==> config.mk <==
export PLATFORM = sky130hd
export DESIGN_NAME = plq_top
export DESIGN_NICKNAME = d
export VERILOG_FILES = /design/src/rtl/plq_top.v
export VERILOG_INCLUDE_DIRS = /design/src /design/src/rtl
export SDC_FILE = /design/constraint.sdc
export NUM_CORES = 1
export LEC_CHECK = 0
export ABC_AREA = 1
export BUFFER_PORTS_ARGS = -buffer_cell sky130_fd_sc_hd__buf_2
export CORE_ASPECT_RATIO = 0.9
export CORE_MARGIN = 2
export CORE_UTILIZATION = 50
export CTS_BUF_LIST = sky130_fd_sc_hd__clkbuf_8
export DETAILED_ROUTE_END_ITERATION = 16
export PLACE_DENSITY = 0.66
export SLEW_MARGIN = 20
export SYNTH_ARGS = -nofsm -noshare
export SYNTH_HDL_FRONTEND = slang
export SYNTH_SLANG_ARGS = --single-unit
==> constraint.sdc <==
create_clock -name clk -period 4.8 [get_ports clk]
set_clock_uncertainty 0.05 [all_clocks]
set_input_delay 0.24 -clock clk [delete_from_list [all_inputs] [get_ports clk]]
set_output_delay 0.24 -clock clk [all_outputs]
set_load 0.1 [all_outputs]
==> src/rtl/plq_defines.vh <==
// Constants for the protection latch and error queue block.
// Included by plq_top.v; definitions only.
`ifndef PLQ_DEFINES_VH
`define PLQ_DEFINES_VH

// ----------------------------------------
// Register offsets
// ----------------------------------------
`define PLQ_ADDR_ERRQ      4'h0
`define PLQ_ADDR_COUNT     4'h1
`define PLQ_ADDR_STATUS    4'h2
`define PLQ_ADDR_ENABLE    4'h3
`define PLQ_ADDR_EVENT     4'h4
`define PLQ_ADDR_IPROT_CTRL  4'h5
`define PLQ_ADDR_IPROT_LEVEL 4'h6
`define PLQ_ADDR_IPROT_DELAY 4'h7
`define PLQ_ADDR_CMD       4'h8
`define PLQ_ADDR_ERR_PUSH  4'h9
`define PLQ_ADDR_SELFTEST  4'hA

// ----------------------------------------
// Status bit positions
// ----------------------------------------
`define PLQ_BIT_EXVOLT  0
`define PLQ_BIT_EXCURR  1
`define PLQ_BIT_EXPOWR  2
`define PLQ_BIT_THERML  3
`define PLQ_BIT_REVPOL  4
`define PLQ_BIT_VSUMRY  5
`define PLQ_BIT_PSUMRY  6
`define PLQ_BIT_CTIMER  7
`define PLQ_BIT_LAT     8
`define PLQ_BIT_ERR     9

// ----------------------------------------
// Error codes and class ranges
// ----------------------------------------
`define PLQ_ERR_TOO_MANY  16'hFEA2
`define PLQ_ERR_NONE      16'h0000
`define PLQ_ST_DISPLAY    16'h0259
`define PLQ_ST_ADC        16'h025B
`define PLQ_ST_NOISY      16'h025F
`define PLQ_ST_KEYPAD     16'h0260
`define PLQ_ST_CHECKSUM   16'h0261
`define PLQ_ST_TEMP       16'h0276
`define PLQ_CLASS_CMD     2'h0
`define PLQ_CLASS_EXEC    2'h1
`define PLQ_CLASS_DEV     2'h2
`define PLQ_CLASS_QUERY   2'h3

// ----------------------------------------
// Reset values, timing and command codes
// ----------------------------------------
`define PLQ_RST_IPROT_DELAY 16'hEA60
`define PLQ_RST_IPROT_LEVEL 16'h0000
`define PLQ_CLK_HZ        100000000
`define PLQ_TICK_US       1000
`define PLQ_PWR_LIMIT_MS  10000
`define PLQ_CMD_CLEAR     8'h01
`define PLQ_CMD_INPUT_ON  8'h02
`define PLQ_CMD_INPUT_OFF 8'h03

`endif

==> src/rtl/plq_top.v <==
// Protection latch, fault timers and remote error queue of a load.
// Assumes synchronous comparator inputs and a plain register port
// driven by the controller that parses remote commands.
//
// The placing of the registers and the plain strobed port were decided locally.
`timescale 1ns/1ns
`include "plq_defines.vh"

module plq_top #(
	parameter DEPTH     = 20,
	parameter TICK_DIV  = (`PLQ_CLK_HZ / 1000000) * `PLQ_TICK_US,
	parameter PWR_MS    = `PLQ_PWR_LIMIT_MS
) (
	// Clock and reset
	input  wire        clk,
	input  wire        resetn,
	// Register port
	input  wire [3:0]  addr,
	input  wire [15:0] wdata,
	input  wire        wr,
	input  wire        rd,
	output reg  [15:0] rdata,
	// Comparators from the analog side
	input  wire        over_voltage,
	input  wire        over_current,
	input  wire        over_power,
	input  wire        over_temp,
	input  wire        reversed,
	// Front panel and self-test
	input  wire        key_clear,
	input  wire        key_input_toggle,
	input  wire        selftest_done,
	input  wire [5:0]  selftest_fail,
	// Indicators and actuators
	output reg         input_on,
	output reg         buzzer,
	output wire        power_limit,
	output wire        err_indicator,
	output reg         latched,
	output wire        current_timing_indicator,
	output reg         low_range_constant_current_mode,
	output wire        status_event
);

	// Sized copies; depth limited to 31 by the 5-bit count
	localparam [4:0]  Q_DEPTH   = DEPTH[4:0];
	localparam [4:0]  Q_LAST    = Q_DEPTH - 5'h01;
	localparam [16:0] TICK_LAST = TICK_DIV[16:0] - 17'h00001;
	localparam [15:0] PWR_LIMIT = PWR_MS[15:0];

	// ----------------------------------------
	// Functions
	// ----------------------------------------
	function [1:0] err_class;
		input [15:0] code;
		reg   [15:0] mag;
		begin
			mag = 16'h0000 - code;
			if (mag < 16'h00C8)
				err_class = `PLQ_CLASS_CMD;
			else if (mag < 16'h012C)
				err_class = `PLQ_CLASS_EXEC;
			else if (mag < 16'h0190)
				err_class = `PLQ_CLASS_DEV;
			else
				err_class = `PLQ_CLASS_QUERY;
		end
	endfunction

	function [4:0] wrap_inc;
		input [4:0] p;
		begin
			if (p == Q_LAST)
				wrap_inc = 5'h00;
			else
				wrap_inc = p + 5'h01;
		end
	endfunction

	// ----------------------------------------
	// Millisecond tick
	// ----------------------------------------
	reg  [16:0] tick_cnt;
	wire        tick = (tick_cnt == TICK_LAST);

	always @(posedge clk)
	begin
		if (!resetn)
			tick_cnt <= 17'h00000;
		else if (tick)
			tick_cnt <= 17'h00000;
		else
			tick_cnt <= tick_cnt + 17'h00001;
	end

	// ----------------------------------------
	// Error queue
	// ----------------------------------------
	reg  [15:0] q_mem [0:DEPTH-1];
	reg  [4:0]  q_head;
	reg  [4:0]  q_tail;
	reg  [4:0]  q_count;
	reg         q_over;
	reg  [1:0]  last_class;
	wire        push = wr && (addr == `PLQ_ADDR_ERR_PUSH);
	wire        pop  = rd && (addr == `PLQ_ADDR_ERRQ) && (q_count != 5'h00);
	wire [4:0]  newest = (q_tail == 5'h00) ? Q_LAST : q_tail - 5'h01;

	assign err_indicator = (q_count != 5'h00);

	always @(posedge clk)
	begin
		if (!resetn)
		begin
			q_head     <= 5'h00;
			q_tail     <= 5'h00;
			q_count    <= 5'h00;
			q_over     <= 1'b0;
			last_class <= `PLQ_CLASS_CMD;
		end
		else
		begin
			if (pop)
			begin
				q_head <= wrap_inc(q_head);
				q_over <= 1'b0;
			end
			if (push && !q_over)
			begin
				last_class <= err_class(wdata);
				if (q_count == Q_DEPTH && !pop)
				begin
					q_mem[newest] <= `PLQ_ERR_TOO_MANY;
					q_over        <= 1'b1;
				end
				else
				begin
					q_mem[q_tail] <= wdata;
					q_tail        <= wrap_inc(q_tail);
				end
			end
			if (push && !q_over && !(q_count == Q_DEPTH && !pop) && !pop)
				q_count <= q_count + 5'h01;
			else if (pop && !(push && !q_over))
				q_count <= q_count - 5'h01;
		end
	end

	// ----------------------------------------
	// Control registers
	// ----------------------------------------
	reg  [9:0]  enable;
	reg         iprot_enable;
	reg  [15:0] iprot_level;
	reg  [15:0] iprot_delay;
	reg  [15:0] st_code;
	wire        cmd_wr = wr && (addr == `PLQ_ADDR_CMD);
	wire        clear  = key_clear ||
		(cmd_wr && wdata[7:0] == `PLQ_CMD_CLEAR);

	always @(posedge clk)
	begin
		if (!resetn)
		begin
			enable       <= 10'h000;
			iprot_enable <= 1'b0;
			iprot_level  <= `PLQ_RST_IPROT_LEVEL;
			iprot_delay  <= `PLQ_RST_IPROT_DELAY;
		end
		else if (wr && !latched)
		begin
			case (addr)
			`PLQ_ADDR_ENABLE:      enable       <= wdata[9:0];
			`PLQ_ADDR_IPROT_CTRL:  iprot_enable <= wdata[0];
			`PLQ_ADDR_IPROT_LEVEL: iprot_level  <= wdata;
			`PLQ_ADDR_IPROT_DELAY: iprot_delay  <= wdata;
			default:               ;
			endcase
		end
	end

	// Protection level is compared by the analog side; kept for readback
	// ----------------------------------------
	// Fault timers
	// ----------------------------------------
	reg  [15:0] curr_ms;
	reg  [15:0] pwr_ms;
	wire        curr_trip = iprot_enable && over_current &&
		(curr_ms >= iprot_delay);
	wire        pwr_trip  = over_power && (pwr_ms >= PWR_LIMIT);

	assign power_limit = over_power;
	assign current_timing_indicator =
		iprot_enable && over_current && !curr_trip && !latched;

	always @(posedge clk)
	begin
		if (!resetn)
		begin
			curr_ms <= 16'h0000;
			pwr_ms  <= 16'h0000;
		end
		else
		begin
			if (!iprot_enable || !over_current || clear)
				curr_ms <= 16'h0000;
			else if (tick && curr_ms != 16'hFFFF)
				curr_ms <= curr_ms + 16'h0001;
			if (!over_power)
				pwr_ms <= 16'h0000;
			else if (tick && pwr_ms != 16'hFFFF)
				pwr_ms <= pwr_ms + 16'h0001;
		end
	end

	// ----------------------------------------
	// Protection latch and status
	// ----------------------------------------
	reg  [9:0]  status;
	reg  [9:0]  event_flags;
	wire        fault = over_voltage || reversed || over_temp ||
		curr_trip || pwr_trip;
	wire [9:0]  cond;

	assign cond[`PLQ_BIT_EXVOLT] = over_voltage;
	assign cond[`PLQ_BIT_EXCURR] = curr_trip;
	assign cond[`PLQ_BIT_EXPOWR] = pwr_trip;
	assign cond[`PLQ_BIT_THERML] = over_temp;
	assign cond[`PLQ_BIT_REVPOL] = reversed;
	assign cond[`PLQ_BIT_VSUMRY] = over_voltage || reversed;
	assign cond[`PLQ_BIT_PSUMRY] = curr_trip || pwr_trip || over_temp;
	assign cond[`PLQ_BIT_CTIMER] = current_timing_indicator;
	assign cond[`PLQ_BIT_LAT] = fault;
	assign cond[`PLQ_BIT_ERR] = err_indicator;
	assign status_event = |(event_flags & enable);

	always @(posedge clk)
	begin
		if (!resetn)
		begin
			latched     <= 1'b0;
			buzzer      <= 1'b0;
			input_on    <= 1'b0;
			status      <= 10'h000;
			event_flags <= 10'h000;
			low_range_constant_current_mode <= 1'b0;
		end
		else
		begin
			if (selftest_done && selftest_fail == 6'h00)
				low_range_constant_current_mode <= 1'b1;
			// Set wins over clear; gone conditions drop on clear
			if (clear)
				status <= cond;
			else
				status <= status | cond;
			if (rd && addr == `PLQ_ADDR_EVENT)
				event_flags <= cond & ~status;
			else
				event_flags <= event_flags | (cond & ~status);
			if (fault)
			begin
				latched  <= 1'b1;
				buzzer   <= 1'b1;
				input_on <= 1'b0;
			end
			else if (clear)
			begin
				latched <= 1'b0;
				buzzer  <= 1'b0;
			end
			else if (!latched)
			begin
				if (key_input_toggle)
					input_on <= !input_on;
				else if (cmd_wr && wdata[7:0] == `PLQ_CMD_INPUT_ON)
					input_on <= 1'b1;
				else if (cmd_wr && wdata[7:0] == `PLQ_CMD_INPUT_OFF)
					input_on <= 1'b0;
			end
		end
	end

	// ----------------------------------------
	// Self-test code capture
	// ----------------------------------------
	always @(posedge clk)
	begin
		if (!resetn)
			st_code <= `PLQ_ERR_NONE;
		else if (selftest_done)
		begin
			if (selftest_fail[0])
				st_code <= `PLQ_ST_DISPLAY;
			else if (selftest_fail[1])
				st_code <= `PLQ_ST_ADC;
			else if (selftest_fail[2])
				st_code <= `PLQ_ST_NOISY;
			else if (selftest_fail[3])
				st_code <= `PLQ_ST_KEYPAD;
			else if (selftest_fail[4])
				st_code <= `PLQ_ST_CHECKSUM;
			else if (selftest_fail[5])
				st_code <= `PLQ_ST_TEMP;
			else
				st_code <= `PLQ_ERR_NONE;
		end
	end

	// ----------------------------------------
	// Read port
	// ----------------------------------------
	always @(posedge clk)
	begin
		if (!resetn)
			rdata <= 16'h0000;
		else if (rd)
		begin
			case (addr)
			`PLQ_ADDR_ERRQ:
				rdata <= (q_count != 5'h00) ? q_mem[q_head]
					: `PLQ_ERR_NONE;
			`PLQ_ADDR_COUNT:    rdata <= {9'h000, last_class, q_count};
			`PLQ_ADDR_STATUS:   rdata <= {6'h00, status};
			`PLQ_ADDR_ENABLE:   rdata <= {6'h00, enable};
			`PLQ_ADDR_EVENT:    rdata <= {6'h00, event_flags};
			`PLQ_ADDR_IPROT_CTRL:  rdata <= {15'h0000, iprot_enable};
			`PLQ_ADDR_IPROT_LEVEL: rdata <= iprot_level;
			`PLQ_ADDR_IPROT_DELAY: rdata <= iprot_delay;
			`PLQ_ADDR_SELFTEST: rdata <= st_code;
			default:            rdata <= 16'h0000;
			endcase
		end
	end

endmodule
==> impl_metrics.toml <==
[status]
outcome = "complete, but fails checks"
failed_checks = "design-rule violations"

[setup_path]
crit_path_cell_trace = "ha_1, a21oi_1, nor2_1, nor3_1, nand2_1, nand2_1, nand3_1, nor3_1, buf_2"
crit_buf_inv = 1
worstSetupPathType = "reg -> out"
rr_endpoint = "curr_ms[8]"
endpoint_kind = "output pin"
startpoint_type = "register"
r2r-start = "tick_cnt[0]"
worstPathArrival_ns = 3.15
r2r_setup_slack_ns = 1.79
rr_worst_depth = 8
critPathMaxStageDelay_ns = 0.51
cp_top_family = "simple AND/OR/NAND/NOR gates"
required_ns = 4.51
slowest_stage = "buf_2"
worst-path-max-fanout = 6

[clock_network]
clock-sinks = 481
post-cts-setup-buffer-count = 0
cts_max_level = 3
cts-root-buf = "clkbuf_8"
clk_latency_ns = 0.66
cts_made_buffers = 79
clkTransAtPathRegs_ns = 0.06
tritoncts = "yes"
ctsResizeCount = 0
clockBufferDepth = 3

[die]
rows = 71
die_h_um = 200
ios = 62
design.core.area_um2 = 41900
initial_core_util_pct = 50.8
die_area_um2 = 44300
die_w_um = 222

[sta]
tightest_slew_ns = 1.18
setup_viol = 0
period_share_pct = 71.6
final_hold_viol_count = 0
period_minus_slack_ns = 3.44
fmax_ghz = 0.291
maxSlewViolCount = 0
relSlewSlack_pct = 20.8
rsz0062_at_grt = "no"
tns_ns = 0

[synthesis]
synth_largest_area_cell = "edfxtp_1"
yosysWarnings = 0
synth-seq-cells = 481
yosys-top-cells-count = "nand2_1 (409), nor2_1 (323), edfxtp_1 (320)"
synthCells = 2283
synth_fp_nets = 2348
ys_types = 48
netlist.area_leader.share_pct = 45.1
async_reset_ff_share_pct = 0
synth_area_leaders = "edfxtp_1 (45%), dfxtp_1 (15%), nand2_1 (7.2%), nor2_1 (5.7%), o21ai_0 (4.7%)"
syn_area_um2 = 21300
synthFlopType = "edfxtp_1"
ys_seq_area_share_pct = 60.2
yosysMostFrequentCell = "nand2_1"
postSynthAreaPerCell_um2 = 9.33
synth_edf_count = 320

[final_layout]
diodes = 0
nNetsFinal = 2462
final_util_pct = 57.3
drive_gt1_share_pct = 9.92
n_fill_cell = 3687
postLayoutCellArea_um2 = 24000
syn_to_final_growth_pct = 12.8

[place]
dp_hpwl_um = 34700
place.gp.congestion = 0.924
port-buffer-count = 61
dpl-instance-area_um2 = 22200

[pwr]
peakVddDrop_mv = 0.250
totalPowerFinal_uw = 8080
p_per_area_nw_per_um2 = 336
p_leak_uw = 0.00947

[grt]
grtUsageMet1_pct = 35.2
grt_pass1_vias = 15700
antenna_found_initial = 0
track_usage_pct = 25.2
grt_pass1_wl_um = 87000
grt_use_met3_pct = 5.36
top_usage_layer = "met2"
grt.met2_usage_pct = 39.7
grt_max_degree = 182
overflow = 0

[job]
drv_cap = 0

[detailed_routing]
vias = 16700
totalWireLength_um = 56200
vias_per_cell = 5.56
drc = 3
final_antenna_net_count = 0
drtIter0Drc = 1633
firstDrtPassIters = 11
wl_per_cell_um = 18.7

[hold_path]
hp-start = "rd"
holdPathEnd = "rdata[8]"
holdPathStages = 4
hp-class = "in -> reg"
[logic make-up (layout without fill, tap and decap cells)]
| group | Yosys count | after routing | synth area share [%] |
|---|---|---|---|
| and+or+nand+nor | 993 | 993 | 19.6 |
| adders and majority gates | 27 | 27 | 1.62 |
| buffers and inverters | 318 | 494 | 5.87 |
| xor gates and xnor gates | 40 | 40 | 1.64 |
| DFF | 481 | 481 | 60.2 |
| muxes | 1 | 1 | 0.0470 |
| AOI/OAI and AO/OA | 423 | 423 | 10.9 |
[power by group]
part	internal, uW	total [uW]	switching [uW]
Sequential	4400	4420	19.2
Clock	1720	3370	1650
Combinational	88.2	296	208
Total	6200	8080	1880
[layer usage]
layer  vias to the layer above  part of all wire [%]
met4                         0                   2.4
met2                       623                    45
li1                       8001                     -
met5                         -                     0
met3                       101                   7.8
met1                      8001                    45
[layout make-up]
type | instances | area, um2 | share of cell area (%)
Clock buffer | 86 | 1180 | 4.93
Clock inverter | 57 | 290 | 1.21
Inverter | 214 | 807 | 3.36
Multi-Input combinational cell | 1484 | 7240 | 30.1
Sequential cell | 481 | 12800 | 53.4
Tap cell | 547 | 684 | 2.85
Timing Repair Buffer | 137 | 988 | 4.11
[through the flow]
stage / worst slack, ns / hold WS [ns] / instances
finish: 1.36 / 0.0426 / 3006
global route: 1.12 / 0.0324 / 3006
CTS: 1.39 / 0.00760 / 3006
detailed placement: 1.98 / 0.388 / 2823
global placement: 2.01 / 0.380 / 2823
floorplan: 1.11 / 0.309 / 2283
[worst register-to-register path, stage by stage (launching register included)]
cell and delay, ns:
dfxtp_1 0.35, ha_1 0.18, nand2_1 0.07, nor2_1 0.13
nand4_1 0.14, nor3_1 0.96, nand2_1 0.70, nand2_1 0.22
a21oi_1 0.09
[repair_timing]
item | 4_1_cts | 5_1_grt
hold buffers | 40 | 0
endpoints found under the hold margin | 63 | 0
endpoints found under the setup margin | 0 | 0
[sequential cells by signal, summed over array words and instances (netlist names), 7 cells and up, named ones only]
signal and count:
enable 10, curr_ms 16, tick_cnt 17, iprot_delay 16, pwr_ms 16, status 10
st_code 7, rdata 16, q_mem 320, iprot_level 16, event_flags 10
[layout by cell type, fill, tap and decap left out, types with 40 or more instances in the layout]
master,count
buf_2,61
inv_1,228
o21ai_0,201
a21oi_1,120
nand3_1,170
nand2_1,409
dlygate4sd3_1,40
o22ai_1,41
edfxtp_1,320
clkbuf_8,86
dfxtp_1,159
nor2_1,318
[how the worst max path moves through the flow]
| stage | slack (ns) | depth (start not counted) | to | from |
|---|---|---|---|---|
| 2_1_floorplan | 1.11 | 10 | event_flags[7] | curr_ms[5] |
| 3_3_place_gp | 2.01 | 15 | q_mem[10][9] | addr[0] |
| 3_5_place_dp | 1.98 | 12 | q_mem[11][13] | addr[0] |
| 4_1_cts | 1.39 | 9 | current_timing_indicator | curr_ms[5] |
| 5_1_grt | 1.12 | 9 | current_timing_indicator | curr_ms[5] |
| 6_report | 1.36 | 9 | current_timing_indicator | curr_ms[5] |
Note: power is estimated with default switching activity, not from simulation.
